`src/psrb_pkg.sv`:
```
// Shared constants and types of the partition statistics response builder.
// Assumes a single pclk domain and an APB master for the registers.
package psrb_pkg;
    // Response type carried by every statistics response
    localparam logic [7:0] PSRB_RESP_TYPE = 8'hAF;
    // Stats type codes; arbitrary defaults, set by the top parameters
    localparam logic [7:0] PSRB_FAB_CODE_DFLT = 8'h01;
    localparam logic [7:0] PSRB_RDMA_CODE_DFLT = 8'h02;
    // Word positions inside a response
    localparam logic [4:0] PSRB_W_RESP = 5'h04;
    localparam logic [4:0] PSRB_W_TYPE = 5'h05;
    localparam logic [4:0] PSRB_W_CNT0 = 5'h06;
    localparam logic [4:0] PSRB_W_FAB_SUM = 5'h0E;
    localparam logic [4:0] PSRB_W_RDMA_SUM = 5'h14;
    // Counter counts
    localparam int PSRB_FAB_CNT = 8;
    localparam int PSRB_RDMA_CNT = 7;
    localparam int PSRB_FLAG_W = 15;
    // Cleared flag vector layout: fabric low, RDMA above
    localparam int PSRB_FLAG_FAB_LSB = 0;
    localparam int PSRB_FLAG_RDMA_LSB = 8;
    localparam logic [14:0] PSRB_FAB_MASK = 15'h00FF;
    localparam logic [14:0] PSRB_RDMA_MASK = 15'h7F00;
    // Reason codes with this bit set are command specific
    localparam int PSRB_REASON_CS_BIT = 15;
    // Register byte addresses
    localparam logic [11:0] PSRB_ADDR_CTRL = 12'h000;
    localparam logic [11:0] PSRB_ADDR_SIZES = 12'h004;
    localparam logic [11:0] PSRB_ADDR_STATUS = 12'h008;
    localparam logic [11:0] PSRB_ADDR_FLAGS = 12'h00C;
    localparam logic [11:0] PSRB_ADDR_SENT = 12'h010;
    // Field positions and reset values
    localparam int PSRB_CTRL_EN_BIT = 0;
    localparam int PSRB_STATUS_BUSY_BIT = 0;
    localparam logic PSRB_CTRL_EN_RST = 1'b1;
    localparam logic [6:0] PSRB_SIZES_RST = 7'h7F;
    localparam logic [15:0] PSRB_SENT_RST = 16'h0000;

    typedef enum logic [0:0] {PSRB_IDLE, PSRB_SEND} psrb_state_type;
endpackage

```
`src/psrb_side_if.sv`:
```
// Links the framer core to its flag tracker and checksum accumulator.
// Assumes all three parties run on the same pclk.
`timescale 1ns/1ps
`default_nettype none
interface psrb_side_if;
    logic [14:0] clr_ev;
    logic take;
    logic [14:0] take_mask;
    logic [14:0] flags;
    logic sum_clr;
    logic sum_add;
    logic [31:0] sum_word;
    logic [31:0] sum_neg;
    modport core (output clr_ev, take, take_mask, sum_clr, sum_add, sum_word,
                  input flags, sum_neg);
    modport trk (input clr_ev, take, take_mask, output flags);
    modport chk (input sum_clr, sum_add, sum_word, output sum_neg);
endinterface
`default_nettype wire

```
`src/psrb_flag_track.sv`:
```
// Sticky counters-cleared flags, one per reported counter.
// Assumes clr_ev pulses one cycle per clear and take pulses at packet end.
`timescale 1ns/1ps
`default_nettype none
module psrb_flag_track
    import psrb_pkg::*;
(
    input wire logic pclk,
    input wire logic presetn,
    psrb_side_if.trk side
);
    typedef struct packed {
        logic [14:0] flags;
    } psrb_trk_type;

    psrb_trk_type r;
    psrb_trk_type next_r;

    always_comb begin
        next_r = r;
        // RULE5 set wins over clear
        // RULE11 reported flags drop
        next_r.flags = (r.flags & ~(side.take ? side.take_mask : 15'h0000)) | side.clr_ev;
    end

    always_ff @(posedge pclk or negedge presetn) begin
        if (!presetn) begin
            r <= '0;
        end else begin
            r <= next_r;
        end
    end

    assign side.flags = r.flags;
endmodule
`default_nettype wire

```
`src/psrb_csum.sv`:
```
// Checksum accumulator over the 16-bit halves of the words sent so far.
// Assumes sum_clr precedes the first sum_add of a packet.
`timescale 1ns/1ps
`default_nettype none
module psrb_csum
    import psrb_pkg::*;
(
    input wire logic pclk,
    input wire logic presetn,
    psrb_side_if.chk side
);
    typedef struct packed {
        logic [31:0] sum;
    } psrb_sum_type;

    psrb_sum_type r;
    psrb_sum_type next_r;

    always_comb begin
        next_r = r;
        if (side.sum_clr) begin
            next_r.sum = 32'h0000_0000;
        end else if (side.sum_add) begin
            next_r.sum = r.sum + {16'h0000, side.sum_word[31:16]} + {16'h0000, side.sum_word[15:0]};
        end
    end

    always_ff @(posedge pclk or negedge presetn) begin
        if (!presetn) begin
            r <= '0;
        end else begin
            r <= next_r;
        end
    end

    // Two's complement so that the whole packet sums to zero
    assign side.sum_neg = ~r.sum + 32'h0000_0001;
endmodule
`default_nettype wire

```
`src/psrb_builder.sv`:
```
// Partition statistics response framer with an APB register slave.
// Assumes counters and clear events arrive synchronous to pclk and that
// the response sink applies back-pressure through tx_ready.
//
// Notes on behaviour
// RULE1 - A fabric stats request without error yields a 0xAF response in fabric format.
// RULE2 - No command specific reason code is ever placed in these responses.
// RULE3 - Bytes 0-15 carry the header, 16-19 response and reason, 20-23 type, zero and flags.
// RULE4 - Bytes 24-55 carry the eight fabric counters in order, the checksum in bytes 56-59.
// RULE5 - Each cleared flag is set when its counter was cleared since the last report.
// RULE6 - Fabric flag bits 0-7 follow counter order and bits 15-8 are zero.
// RULE7 - An RDMA stats request without error yields a response in RDMA format.
// RULE8 - Bytes 24-79 carry seven RDMA counters upper then lower, checksum in bytes 80-83.
// RULE9 - A counter size bitmap reports each RDMA counter as 32 or 64 bit, bit 7 zero.
// RULE10 - RDMA flag bits 0-6 follow counter order and bits 15-7 are zero.
// RULE11 - A flag drops once its counter was returned, and reserved bits are zero.
// RULE12 - A 32-bit RDMA counter goes in the lower word with the upper word zero.
//
// The APB register port and the register addresses are this design's own decisions.
`timescale 1ns/1ps
`default_nettype none
module psrb_builder
    import psrb_pkg::*;
#(
    parameter logic [7:0] FAB_CODE = PSRB_FAB_CODE_DFLT,
    parameter logic [7:0] RDMA_CODE = PSRB_RDMA_CODE_DFLT
)(
    input wire logic pclk,
    input wire logic presetn,
    input wire logic psel,
    input wire logic penable,
    input wire logic pwrite,
    input wire logic [11:0] paddr,
    input wire logic [31:0] pwdata,
    input wire logic [3:0] pstrb,
    output logic pready,
    output logic [31:0] prdata,
    output logic pslverr,
    input wire logic req_valid,
    output logic req_ready,
    input wire logic [7:0] req_stats_type,
    input wire logic [127:0] req_header,
    input wire logic [15:0] req_resp_code,
    input wire logic [15:0] req_reason_code,
    input wire logic [255:0] fab_count,
    input wire logic [447:0] rdma_count,
    input wire logic [7:0] fab_cleared,
    input wire logic [6:0] rdma_cleared,
    output logic tx_valid,
    output logic [31:0] tx_data,
    output logic tx_last,
    output logic [7:0] tx_resp_type,
    input wire logic tx_ready
);
    if (FAB_CODE == RDMA_CODE) begin : g_bad_codes
        $error("stats type codes must differ");
    end

    // Word and flag positions must agree with the counter counts
    if (int'(PSRB_W_FAB_SUM) != int'(PSRB_W_CNT0) + PSRB_FAB_CNT) begin : g_bad_fab
        $error("fabric word layout inconsistent");
    end
    if (int'(PSRB_W_RDMA_SUM) != int'(PSRB_W_CNT0) + 2 * PSRB_RDMA_CNT) begin : g_bad_rdma
        $error("RDMA word layout inconsistent");
    end
    if (PSRB_FLAG_RDMA_LSB + PSRB_RDMA_CNT != PSRB_FLAG_W) begin : g_bad_flags
        $error("flag vector layout inconsistent");
    end

    typedef struct packed {
        psrb_state_type st;
        logic [4:0] idx;
        logic rdma;
        logic [7:0] stype;
        logic [127:0] hdr;
        logic [31:0] rr;
        logic [14:0] snap;
        logic tx_valid;
        logic [31:0] tx_data;
        logic tx_last;
        logic [7:0] tx_type;
        logic req_ready;
        logic pready;
        logic [31:0] prdata;
        logic pslverr;
        logic en;
        logic [6:0] sizes;
        logic [15:0] sent;
    } psrb_core_type;

    psrb_core_type r;
    psrb_core_type next_r;
    psrb_side_if side ();

    psrb_flag_track u_track (
        .pclk(pclk),
        .presetn(presetn),
        .side(side.trk)
    );

    psrb_csum u_csum (
        .pclk(pclk),
        .presetn(presetn),
        .side(side.chk)
    );

    // One 32-bit slice of a packed counter vector
    function automatic logic [31:0] psrb_slice(input logic [447:0] v, input logic [3:0] k);
        return v[{k, 5'b00000} +: 32];
    endfunction

    // Content of word idx of the response being built
    function automatic logic [31:0] psrb_word(input psrb_core_type s, input logic [14:0] fl,
                                              input logic [255:0] fc, input logic [447:0] rc,
                                              input logic [31:0] neg);
        logic [3:0] j;
        logic [1:0] hw;
        logic [31:0] w;
        j = 4'(s.idx - PSRB_W_CNT0);
        hw = 2'd3 - s.idx[1:0];
        w = 32'h0000_0000;
        if (s.idx < PSRB_W_RESP) begin
            w = s.hdr[{hw, 5'b00000} +: 32];
        end else if (s.idx == PSRB_W_RESP) begin
            w = s.rr;
        end else if (s.idx == PSRB_W_TYPE) begin
            // RULE6 fabric flag layout
            // RULE9 size bitmap, bit 7 zero
            // RULE10 RDMA flag layout
            if (s.rdma) begin
                w = {s.stype, 1'b0, s.sizes, 9'h000, fl[PSRB_FLAG_RDMA_LSB +: PSRB_RDMA_CNT]};
            end else begin
                w = {s.stype, 16'h0000, fl[PSRB_FLAG_FAB_LSB +: PSRB_FAB_CNT]};
            end
        end else if (!s.rdma && s.idx < PSRB_W_FAB_SUM) begin
            // RULE4 fabric counters in order
            w = psrb_slice({192'h0, fc}, j);
        end else if (s.rdma && s.idx < PSRB_W_RDMA_SUM) begin
            // RULE8 upper word then lower word
            // RULE12 narrow counter upper word zero
            if (!j[0] && !s.sizes[j[3:1]]) begin
                w = 32'h0000_0000;
            end else begin
                w = psrb_slice(rc, j ^ 4'h1);
            end
        end else begin
            w = neg;
        end
        return w;
    endfunction

    logic [4:0] last_idx;
    logic [4:0] cur_idx;
    logic [7:0] known;
    assign last_idx = r.rdma ? PSRB_W_RDMA_SUM : PSRB_W_FAB_SUM;
    assign cur_idx = r.idx - 5'd1;
    assign known = req_stats_type;
    assign side.clr_ev = {rdma_cleared, fab_cleared};

    always_comb begin
        next_r = r;
        side.take = 1'b0;
        side.take_mask = r.snap;
        side.sum_clr = 1'b0;
        side.sum_add = 1'b0;
        side.sum_word = 32'h0000_0000;
        next_r.pready = 1'b0;
        next_r.pslverr = 1'b0;
        // Read data is captured in the setup cycle, so it is one cycle old
        if (psel && !penable) begin
            next_r.pready = 1'b1;
            next_r.prdata = 32'h0000_0000;
            if (paddr == PSRB_ADDR_CTRL) begin
                next_r.prdata[PSRB_CTRL_EN_BIT] = r.en;
            end else if (paddr == PSRB_ADDR_SIZES) begin
                next_r.prdata[6:0] = r.sizes;
            end else if (paddr == PSRB_ADDR_STATUS) begin
                next_r.prdata[PSRB_STATUS_BUSY_BIT] = (r.st == PSRB_SEND);
            end else if (paddr == PSRB_ADDR_FLAGS) begin
                next_r.prdata[14:0] = side.flags;
            end else if (paddr == PSRB_ADDR_SENT) begin
                next_r.prdata[15:0] = r.sent;
            end else begin
                next_r.pslverr = 1'b1;
            end
        end
        if (psel && penable && r.pready && pwrite && !r.pslverr && pstrb[0]) begin
            if (paddr == PSRB_ADDR_CTRL) begin
                next_r.en = pwdata[PSRB_CTRL_EN_BIT];
            end else if (paddr == PSRB_ADDR_SIZES) begin
                next_r.sizes = pwdata[6:0];
            end
        end
        case (r.st)
            PSRB_IDLE: begin
                // RULE1 fabric request accepted
                // RULE7 RDMA request accepted
                if (r.req_ready && req_valid && (known == FAB_CODE || known == RDMA_CODE)) begin
                    next_r.st = PSRB_SEND;
                    next_r.idx = 5'd0;
                    next_r.rdma = (known == RDMA_CODE);
                    next_r.stype = known;
                    next_r.hdr = req_header;
                    // RULE2 command specific reasons replaced by zero
                    next_r.rr = {req_resp_code, req_reason_code[PSRB_REASON_CS_BIT] ? 16'h0000
                                                                                   : req_reason_code};
                    next_r.snap = side.flags & ((known == RDMA_CODE) ? PSRB_RDMA_MASK
                                                                     : PSRB_FAB_MASK);
                    side.sum_clr = 1'b1;
                end
            end
            PSRB_SEND: begin
                // RULE5 a clear in flight keeps its flag
                next_r.snap = r.snap & ~side.clr_ev;
                if (r.tx_valid && tx_ready && r.tx_last) begin
                    // RULE11 flags reported, drop them
                    side.take = 1'b1;
                    next_r.st = PSRB_IDLE;
                    next_r.tx_valid = 1'b0;
                    next_r.tx_last = 1'b0;
                    next_r.sent = r.sent + 16'h0001;
                end else if (!r.tx_valid || (tx_ready && !r.tx_last)) begin
                    // RULE3 header, codes and type word in place
                    next_r.tx_valid = 1'b1;
                    next_r.tx_data = psrb_word(r, side.flags, fab_count, rdma_count, side.sum_neg);
                    next_r.tx_last = (r.idx == last_idx);
                    side.sum_add = (r.idx != last_idx);
                    side.sum_word = next_r.tx_data;
                    next_r.idx = r.idx + 5'd1;
                end
            end
            default: begin
                next_r.st = PSRB_IDLE;
            end
        endcase
        next_r.req_ready = (next_r.st == PSRB_IDLE) && next_r.en;
        // RULE1 response type tag
        next_r.tx_type = next_r.tx_valid ? PSRB_RESP_TYPE : 8'h00;
    end

    always_ff @(posedge pclk or negedge presetn) begin
        if (!presetn) begin
            r <= '0;
            r.st <= PSRB_IDLE;
            r.en <= PSRB_CTRL_EN_RST;
            r.sizes <= PSRB_SIZES_RST;
            r.sent <= PSRB_SENT_RST;
        end else begin
            r <= next_r;
        end
    end

    assign pready = r.pready;
    assign prdata = r.prdata;
    assign pslverr = r.pslverr;
    assign req_ready = r.req_ready;
    assign tx_valid = r.tx_valid;
    assign tx_data = r.tx_data;
    assign tx_last = r.tx_last;
    assign tx_resp_type = r.tx_type;
endmodule
`default_nettype wire

```
`config.mk`:
```
export PLATFORM = sky130hd
export DESIGN_NAME = psrb_builder
export DESIGN_NICKNAME = d
export VERILOG_FILES = /design/src/psrb_pkg.sv /design/src/psrb_side_if.sv /design/src/psrb_flag_track.sv /design/src/psrb_csum.sv /design/src/psrb_builder.sv
export SDC_FILE = /design/constraint.sdc
export NUM_CORES = 1
export LEC_CHECK = 0
export BUFFER_PORTS_ARGS = -buffer_cell sky130_fd_sc_hd__buf_2
export CORE_AREA = 2 2 398 400
export DETAILED_ROUTE_END_ITERATION = 8
export DIE_AREA = 0 0 400 402
export GPL_ROUTABILITY_DRIVEN = 0
export PLACE_DENSITY = 0.45
export SLEW_MARGIN = 0
export SYNTH_ARGS = -nofsm -noshare
export SYNTH_HDL_FRONTEND = slang
export SYNTH_SLANG_ARGS = --single-unit
```
`constraint.sdc`:
```
create_clock -name pclk -period 5.66 [get_ports pclk]
set_input_delay 0.849 -clock pclk [delete_from_list [all_inputs] [get_ports pclk]]
set_output_delay 0.849 -clock pclk [all_outputs]
set_load 0.02 [all_outputs]
```
==> flow_summary.json, run 1 <==
{
  "die_w_um": 400,
  "worst_pin_slew_ns": 1.04,
  "dp_hpwl_um": 143000,
  "synth_adder_area_share": 0.0264,
  "io_buffers": 972,
  "synth_top_area_frac": 0.334,
  "synth_top_family_by_area": "multiplexers",
  "final_common_cell": "buf_2",
  "worst_hold_path_type": "in2async",
  "worstSetupEndpointType": "flip-flop",
  "synth_cell_type_count": 82,
  "place_ws_ns": -0.310,
  "synth_xor_area_frac": 0.0196,
  "grt_use_total": 0.198,
  "relSlewSlack": 0.286,
  "grt_pass1_vias": 24400,
  "fin_ws_ns": 0.120,
  "synthMuxAreaShare": 0.223,
  "die-height_um": 402,
  "root_buffer": "clkbuf_16",
  "cts.clk_slew.worst_paths_ns": 0.06,
  "drive_above_1_share": 0.452,
  "p_total_uw": 15500,
  "insertion_delay_ns": 0.59,
  "max_freq_mhz": 180,
  "rows": 146,
  "timing.final.crit_share": 0.979,
  "design.die.area_mm2": 0.161,
  "synth.area.top_cells": "dfrtp_1 (33%), mux4_2 (17%), nand2_1 (11%), buf_4 (2.9%), mux2_2 (2.8%)",
  "antenna_found_initial": 170,
  "final_nets": 4448,
  "synth_cells": 2437,
  "p_per_area_mw_per_mm2": 470,
  "cp_max_fo": 14,
  "vias": 25200,
  "max-cap-violations": 0,
  "crit_arrival_ns": 6.03,
  "drtIter0Drc": 2644,
  "required_ns": 6.15,
  "leakage_uw": 0.0155,
  "avgSynthCellArea_um2": 9.36,
  "overflow": 0,
  "grt_pass1_wl_um": 215000,
  "synth_ff_type": "dfrtp_1",
  "fin_crit_ns": 5.54,
  "clock_sinks": 313,
  "final-hold-violation-count": 0,
  "crit_path_start_kind": "flip-flop",
  "setup_violations": 0,
  "io_pins": 1019,
  "wirelength_um": 166000,
  "final_cell_mix": "buf_2 (971), nand2_1 (690), dfrtp_1 (303), buf_4 (224), mux4_2 (172)",
  "crit_type": "reg2reg",
  "async_flop_share": 1.00,
  "ir_drop_v": 0.000211,
  "outcome": "completed",
  "yosys.area_share.simple": 0.189,
  "cts.htree.levels": 2,
  "synth_compound_area_frac": 0.129,
  "ant_nets": 0,
  "synth.yosys.warnings": 0,
  "finClkSkew_ns": 0.0371,
  "grt_max_degree": 178,
  "core_area_mm2": 0.157,
  "wire_per_inst_um": 29.4,
  "synth_top_cell_by_area": "dfrtp_1",
  "synth_seq_cells": 313,
  "clockBufferDepth": 3,
  "cts_tree": "built",
  "drv_slew": 0,
  "synth-edff-count": 0,
  "firstDrtPassIters": 6,
  "drc": 0,
  "hold_buffers": 0,
  "initial_core_util": 0.145,
  "area_delta_synth_final_pct": 44.5,
  "via_per_inst": 4.46,
  "syn_area_mm2": 0.0228,
  "cts_buffers": 38,
  "ys_seq_area_frac": 0.344
}
## Yosys cell counts, types with 11 or more instances
cell type,instances
fa_1,17
buf_2,52
a31oi_1,22
and2_1,11
buf_4,87
nand3_1,44
or3_1,17
and3_1,14
xor2_1,18
nand2b_1,12
ha_1,21
a21o_1,22
a211oi_1,13
o211ai_1,18
xnor2_1,33
nor2_1,106
mux4_2,172
mux2_2,56
mux2i_1,58
a21oi_1,81
nor3_1,23
a221oi_1,26
o21ai_0,89
nand2_1,690
dfrtp_1,305
o221ai_1,13
nand3b_1,17
inv_1,64
clkbuf_1,88
o22ai_1,19
a22oi_1,48
nand4_1,13
buf_1,16
## metal layers
layer / GRT usage / vias to the layer above / routed length (µm)
li1: - / 10900 / -
met1: 0.258 / 12500 / 68200
met2: 0.291 / 1485 / 70100
met3: 0.0931 / 295 / 22400
met4: 0.0461 / 84 / 4800
met5: 0.0312 / - / 653
## path summary, 6_finish.rpt
| kind | end | slack [ns] | depth (start not counted) | start |
|---|---|---|---|---|
| max | u_csum.r[23] | 0.12 | 21 | r[286] |
| min | r[225] | 0.30 | 1 | presetn |
| max reg2reg | u_csum.r[23] | 0.12 | 21 | r[286] |
| min reg2reg | tx_data[3] | 0.47 | 2 | tx_data[3] |
| max in group asynchronous | r[286] | 3.93 | 2 | presetn |
| min in group pclk | r[248] | 0.44 | 3 | req_header[100] |
## cells by family (layout without fill, tap and decap cells)
logic type,Yosys count,after routing
AOI/OAI and AO/OA,437,437
muxes,286,286
and+or+nand+nor,999,999
buffers and inverters,312,1352
adders and majority gates,38,38
other,1,105
xor gates and xnor gates,51,51
DFF,313,313
## where the power goes
group          internal [µW]  leakage (µW)  switching (µW)
Combinational           4260        0.0106            6000
Sequential              2410       0.00419             179
Clock                   1560      0.000648            1090
## worst max-delay path, stage by stage (launching register included)
cell and delay (ns):
dfrtp_4 0.52, ha_4 0.32, mux4_2 0.30, or3_4 0.36
o311a_4 0.17, a32oi_2 0.22, buf_4 0.16, o211ai_1 0.14
o21a_2 0.29, fa_1 0.52, ha_1 0.17, inv_1 0.06
fa_1 0.44, nand2b_1 0.20, a21oi_2 0.25, o221ai_2 0.15
a21oi_1 0.18, buf_4 0.15, a221oi_1 0.08, buf_4 0.19
or4_1 0.41, a21oi_1 0.16
## final cells by class
type	count	area [µm²]
diodes	87	218
clock buffers	55	1100
fillers	17600	124000
flip-flops and latches	313	7850
inverters	65	244
well taps	2072	2590
clock inverters	11	224
multi-input cells	1829	13700
repair buffers	1221	7030
## state kept, by name, indices dropped and copies added (netlist names)
signal              count
prdata                 16
pready                  1
pslverr                 1
r                     198
req_ready               1
side.take_mask         15
tx_data                32
tx_last                 1
tx_resp_type            1
u_csum.r               32
u_track.side.flags     15
## timing repair
action / 4_1_cts / 5_1_grt
endpoints found under the setup margin: 17 / 18
cloned: 0 / 3
resized for setup: 10 / 39
setup buffers: 0 / 11
pin swaps: 2 / 13
## metrics by stage
stage | hold WS [ns] | std cells | cell area [µm²] | utilization | TNS, ns
finish | 0.298 | 5653 | 33000 | 0.210 | 0
CTS | 0.338 | 5552 | 32400 | 0.206 | 0
detailed placement | 0.457 | 5486 | 31100 | 0.198 | -2.79
global route | 0.347 | 5600 | 32800 | 0.209 | -0.0609
global placement | 0.454 | 5486 | 31100 | 0.198 | -2.68
floorplan | 0.439 | 2454 | 22900 | - | 0
Power figures use the tool's default switching activity.
==> inputs of run 2 (changes only) <==
CORE_AREA = 2 2 397 399   (was 2 2 398 400)
DIE_AREA = 0 0 399 401   (was 0 0 400 402)
GPL_TIMING_DRIVEN = 0   (was not set)
PLACE_DENSITY = 0.46   (was 0.45)
SYNTH_HIERARCHICAL = 1   (was not set)
==> run 2 against run 1 <==
  * Non-clock buffer count increased by 37
  * Hold slack worse by 0.037 ns
  * Register-to-register slack barely moved
  * Global-route usage increased by 1.8 points
  * Maximum frequency about the same
  * Critical endpoint is now u_csum/r[25]
  * Highest routed layer unchanged
==> flow_summary.json, run 2 <==
{
  "leakage_uw": 0.0155,
  "design_area_mm2": 0.0340,
  "required_ns": 6.18,
  "tns_ns": 0,
  "antenna_found_initial": 122,
  "r2r-end": "u_csum/r[25]",
  "cts.htree.levels": 2,
  "synth-edff-count": 0,
  "cts.clk_slew.worst_paths_ns": 0.06,
  "final-hold-violation-count": 0,
  "rows": 145,
  "ir_drop_v": 0.000191,
  "worst_hold_path_type": "in2async",
  "ys_seq_area_frac": 0.326,
  "io_buffers": 970,
  "cts_buffers": 40,
  "avgSynthCellArea_um2": 9.47,
  "design.die.area_mm2": 0.160,
  "grt_max_degree": 115,
  "rr_worst_depth": 17,
  "drive_above_1_share": 0.437,
  "use_met2": 0.325,
  "root_buffer": "clkbuf_16",
  "r2r_slack_ns": 0.12,
  "worstSetupEndpointType": "flip-flop",
  "drc": 0,
  "final_common_cell": "buf_2",
  "initial_core_util": 0.154,
  "wirelength_um": 179000,
  "relSlewSlack": 0.182,
  "timing.final.crit_share": 0.978,
  "fin_crit_ns": 5.54,
  "area_delta_synth_final_pct": 41.4,
  "core_area_mm2": 0.156,
  "insertion_delay_ns": 0.60,
  "via_per_inst": 4.72,
  "drv_slew": 0,
  "clock_sinks": 313,
  "synth_ff_type": "dfrtp_1",
  "io_pins": 1019,
  "cpPeakStageDelay_ns": 0.56,
  "grt_pass1_wl_um": 235000,
  "synth.yosys.warnings": 6,
  "crit_path_start_kind": "flip-flop",
  "max-cap-violations": 0,
  "synth_most_common_cell": "nand2_1",
  "vias": 27000,
  "synth_common_cells": "nand2_1 (652), dfrtp_1 (305), mux4_2 (178), clkbuf_1 (114), nor2_1 (85)",
  "cp_max_fo": 10,
  "wire_per_inst_um": 31.3,
  "synth_top_area_frac": 0.318,
  "p_per_area_mw_per_mm2": 165,
  "drtIter0Drc": 2870,
  "grt_pass1_vias": 26700,
  "finClkSkew_ns": 0.0358,
  "max_freq_mhz": 181,
  "final_nets": 4555,
  "postPlaceCellArea_mm2": 0.0316,
  "async_flop_share": 1.00,
  "crit_type": "reg2reg",
  "ant_nets": 0,
  "cts_tree": "built",
  "worstPathCellList": "ha_1 > buf_4 > clkbuf_8 > buf_4 > mux2_2 > a221oi_1 > o32ai_2 > a221oi_1 > nor2_1 > fa_1 > fa_1 > a211oi_1 > o21a_2 > a211o_4 > a21o_1 > or3_1 > a21oi_1",
  "synth_cells": 2537,
  "final_util": 0.218,
  "synth_top_cell_by_area": "dfrtp_1",
  "busiest_layer": "met2",
  "die-height_um": 401,
  "synth_cell_type_count": 82,
  "largest_register_ff_count": 198,
  "top_register": "r",
  "crit_slowest_cell": "a221oi_1",
  "crit_arrival_ns": 6.05,
  "outcome": "completed",
  "synth_seq_cells": 313,
  "use_met3": 0.0892,
  "grt_use_total": 0.216,
  "overflow": 0,
  "worst_pin_slew_ns": 1.23,
  "clockBufferDepth": 3,
  "die_w_um": 399,
  "syn_area_mm2": 0.0240,
  "dp_hpwl_um": 154000,
  "hold_buffers": 0,
  "setup_violations": 0,
  "synth.area.top_cells": "dfrtp_1 (32%), mux4_2 (17%), nand2_1 (10%), mux2i_1 (2.6%), buf_4 (2.6%)",
  "r2r_start": "r[286]",
  "final_cell_mix": "buf_2 (1010), nand2_1 (649), dfrtp_1 (305), mux4_2 (178), buf_4 (106)",
  "firstDrtPassIters": 6,
  "grt_use_met1": 0.280
}
run 2: per-layer routing:
metal  wire (µm)  vias to the layer above
met5         402                        -
met4        6210                       60
met3       21900                      314
met2       77100                     1686
met1       73700                    13500
li1            -                    11500
run 2: kinds of logic (layout without fill, tap and decap cells):
family | Yosys count | after routing | synth area share
compound gates | 469 | 469 | 0.139
fa+ha+maj | 38 | 38 | 0.0251
simple gates | 1056 | 1056 | 0.203
xor+xnor | 64 | 64 | 0.0236
other cells | 1 | 78 | 0.000156
buf+inv | 312 | 1364 | 0.0690
flops | 313 | 313 | 0.326
mux | 284 | 284 | 0.214
run 2: area by class of cell:
cell class                      count  area [µm²]
Inverter                           33         131
Clock buffer                       59        1180
Multi-Input combinational cell   1929       15200
Timing Repair Buffer              986        5030
Sequential cell                   313        7840
Buffer                            272        1700
Tap cell                         2058        2570
Fill cell                       17400      122000
Antenna cell                       60         150
Clock inverter                     14         164
run 2: where the power goes:
group | leakage, µW | total, µW | switching (µW) | internal, µW
logic | 0.0106 | 660 | 331 | 328
clock network | 0.000672 | 2690 | 1100 | 1590
registers | 0.00420 | 2250 | 5.11 | 2250
total | 0.0155 | 5600 | 1440 | 4160
run 2: worst max-delay path by stage:
| stage | to | from | cells after the start |
|---|---|---|---|
| 6_report | u_csum/r[25] | r[286] | 17 |
| 3_3_place_gp | r[207] | presetn | 1 |
| 3_5_place_dp | u_csum/r[21] | r[286] | 17 |
| 5_1_grt | u_csum/r[21] | r[286] | 18 |
| 2_1_floorplan | u_csum/r[21] | r[286] | 21 |
| 4_1_cts | u_csum/r[21] | r[286] | 17 |
run 2: through the flow:
step,cells,hold slack (ns),setup WS (ns),total power (µW)
6_report,5724,0.261,0.125,5600
3_5_place_dp,5585,0.458,-1.56,2950
2_1_floorplan,2554,0.438,0.834,2430
3_3_place_gp,5582,0.454,-3.14,2940
4_1_cts,5661,0.310,0.000188,5660
5_1_grt,5679,0.318,-0.0264,5780
run 2: critical path, delay by kind of cell, from the launching register on:
kind                     cells  cell delay, ns
adder cells (fa/ha/maj)      3            1.12
multiplexers                 1            0.36
buffers and inverters        3            0.72
AND/OR/NAND/NOR              2            0.51
AO/OA/AOI/OAI                8            2.30
flip-flops                   1            0.42
run 2: repair_timing:
item                       in CTS  in global routing
hold endpoints to repair        0                  0
setup buffers                   6                  7
gates resized for setup       134                 55
setup endpoints to repair      30                 20
pin swaps                       4                  4
==> inputs of run 3 (changes only) <==
ABC_AREA = 1   (was not set)
CORE_AREA = 2 2 394 396   (was 2 2 397 399)
DIE_AREA = 0 0 396 398   (was 0 0 399 401)
PLACE_DENSITY = 0.48   (was 0.46)
==> run 3 against run 2 <==
  * Critical path depth grew 6
  * Synthesized cell count grew 73%
  * Core utilization grew 1.4 points
  * Largest power group unchanged
  * Critical path type unchanged
  * Clock skew shrank 0.0050 ns
  * Hold slack lost 0.049 ns
  * Setup slack lost 0.088 ns
  * Non-clock buffer count grew 43
  * Routed wire length grew 6.5%
==> flow_summary.json, run 3 <==
{
  "drc": 0,
  "worst_hold_path_type": "in2async",
  "cp_max_fo": 10,
  "regArea_mm2": 0.00784,
  "outcome": "completed",
  "leakage_uw": 0.0203,
  "clock_sinks": 313,
  "top_register": "r",
  "die_w_um": 396,
  "final_util": 0.232,
  "rows": 144,
  "largest_register_ff_count": 198,
  "rr_worst_depth": 23,
  "cts_tree": "built",
  "drive_above_1_share": 0.249,
  "cpPeakStageDelay_ns": 1.08,
  "max_freq_mhz": 178,
  "synth_ff_type": "dfrtp_1",
  "design.die.area_mm2": 0.158,
  "final_cell_mix": "nand2_1 (1627), buf_2 (1066), inv_1 (531), nor2_1 (490), o21ai_0 (328)",
  "timing.final.crit_share": 0.993,
  "synth_cells": 4395,
  "p_total_uw": 5430,
  "crit_type": "reg2reg",
  "ant_nets": 0,
  "avgSynthCellArea_um2": 6.05,
  "overflow": 0,
  "final_common_cell": "nand2_1",
  "r2r_start": "r[287]",
  "syn_area_mm2": 0.0266,
  "p_per_area_mw_per_mm2": 153,
  "ir_drop_v": 0.000152,
  "synth_most_common_cell": "nand2_1",
  "grt_pass1_vias": 32700,
  "core_area_mm2": 0.153,
  "synth.area.top_cells": "dfrtp_1 (29%), nand2_1 (23%), inv_1 (7.5%), nor2_1 (6.9%), o21ai_0 (6.2%)",
  "crit_family": "simple AND/OR/NAND/NOR gates",
  "nFillCells": 17900,
  "synth_cell_type_count": 52,
  "cts.clk_slew.worst_paths_ns": 0.06,
  "crit_path_start_kind": "flip-flop",
  "cts.htree.levels": 2,
  "grt_pass1_wl_um": 254000,
  "dp_hpwl_um": 163000,
  "synth.yosys.warnings": 6,
  "relSlewSlack": 0.190,
  "place_ws_ns": -0.532,
  "io_buffers": 972,
  "required_ns": 6.10,
  "whs_ns": 0.212,
  "synth_top_area_frac": 0.287,
  "synth-edff-count": 0,
  "initial_core_util": 0.174,
  "drtIter0Drc": 3193,
  "rsz0062_at_grt": "yes",
  "max-cap-violations": 0,
  "cts_buffers": 37,
  "fin_crit_ns": 5.62,
  "root_buffer": "clkbuf_16",
  "crit_buf_inv": 2,
  "crit_arrival_ns": 6.06,
  "io_pins": 1019,
  "setup_violations": 0,
  "wire_per_inst_um": 25.4,
  "ys_seq_area_frac": 0.295,
  "antenna_found_initial": 49,
  "final_nets": 6405,
  "finClkSkew_ns": 0.0308,
  "worstSetupEndpointType": "flip-flop",
  "drv_slew": 0,
  "synth_common_cells": "nand2_1 (1628), inv_1 (531), nor2_1 (491), o21ai_0 (329), dfrtp_1 (305)",
  "grt_max_degree": 101,
  "synth_seq_cells": 313,
  "multi_input_area_mm2": 0.0148,
  "clockBufferDepth": 3,
  "final-hold-violation-count": 0,
  "cp_common_cell": "nand2_1",
  "insertion_delay_ns": 0.57,
  "worstPathCellList": "ha_2 > nand2_2 > clkbuf_1 > nor3_1 > a21oi_1 > o21ai_1 > nand2_1 > nand2_1 > nand2_1 > nand2_1 > nand2_1 > inv_1 > fa_1 > ha_1 > nand2_1 > nor2_1 > nand3_1 > nand3_1 > nand2_1 > nand2_2 > nand3_1 > nand2_1 > nor2_1",
  "via_per_inst": 4.49,
  "fin_ws_ns": 0.0371,
  "vias": 33800,
  "area_delta_synth_final_pct": 33.7,
  "firstDrtPassIters": 7,
  "wirelength_um": 191000,
  "r2r_slack_ns": 0.04,
  "crit_slowest_cell": "nor3_1",
  "worst_pin_slew_ns": 1.21,
  "async_flop_share": 1.00,
  "grt_use_total": 0.231,
  "die-height_um": 398,
  "synth_top_cell_by_area": "dfrtp_1",
  "r2r-end": "u_csum/r[27]"
}
run 3: how the worst max path moves through the flow:
| stage | startpoint | endpoint | cells after the start |
|---|---|---|---|
| 2_1_floorplan | r[286] | u_csum/r[23] | 27 |
| 3_3_place_gp | presetn | r[163] | 1 |
| 3_5_place_dp | r[286] | u_csum/r[31] | 27 |
| 4_1_cts | r[287] | u_csum/r[31] | 25 |
| 5_1_grt | r[287] | u_csum/r[30] | 23 |
| 6_report | r[287] | u_csum/r[27] | 23 |
run 3: final cells by class:
cell class | instances | share of cell area
antenna | 30 | 0.00211
buffer | 326 | 0.0572
clock buffer | 54 | 0.0301
clock inverter | 13 | 0.00436
inverter | 563 | 0.0596
multi-input combinational | 3209 | 0.415
sequential | 313 | 0.221
tap | 2044 | 0.0719
timing repair buffer | 975 | 0.139
run 3: layer usage:
metal / up-vias / track usage / share of wire
li1: 15700 / - / -
met1: 16100 / 0.275 / 0.39
met2: 1695 / 0.404 / 0.48
met3: 342 / 0.0313 / 0.065
met4: 14 / 0.121 / 0.061
met5: - / 0 / 0.00050
run 3: logic make-up after synthesis:
| kind of cell | Yosys count | share of synthesized area |
|---|---|---|
| xor gates and xnor gates | 50 | 0.0165 |
| other | 1 | 0.000141 |
| and+or+nand+nor | 2529 | 0.386 |
| AOI/OAI and AO/OA | 573 | 0.125 |
| adders and majority gates | 38 | 0.0227 |
| muxes | 1 | 0.000376 |
| DFF | 313 | 0.295 |
| buffers and inverters | 890 | 0.155 |
run 3: what timing repair did:
item,CTS,global route
resized for setup,16,27
pin swaps,0,1
buffers inserted,0,0
hold buffers,0,0
endpoints found under the setup margin,26,25
run 3: power breakdown:
| part | internal, µW | switching (µW) |
|---|---|---|
| Combinational | 318 | 413 |
| Sequential | 2240 | 1.33 |
| Clock | 1420 | 1040 |
run 3: through the flow:
stage | setup TNS [ns] | instances | instance area, µm²
after floorplan | 0 | 4412 | 26700
after detailed placement | -9.35 | 7431 | 34200
final | 0 | 7527 | 35600
after global routing | -0.180 | 7515 | 35500
after global placement | -850.53 | 7428 | 34100
after CTS | 0 | 7497 | 35400
run 3: worst reg2reg max path: cells and delay by family, from the launching register on:
kind | cells | cell delay [ns]
compound gates | 2 | 0.26
fa+ha+maj | 3 | 1.33
buf+inv | 2 | 0.54
flops | 1 | 0.45
simple gates | 16 | 2.94
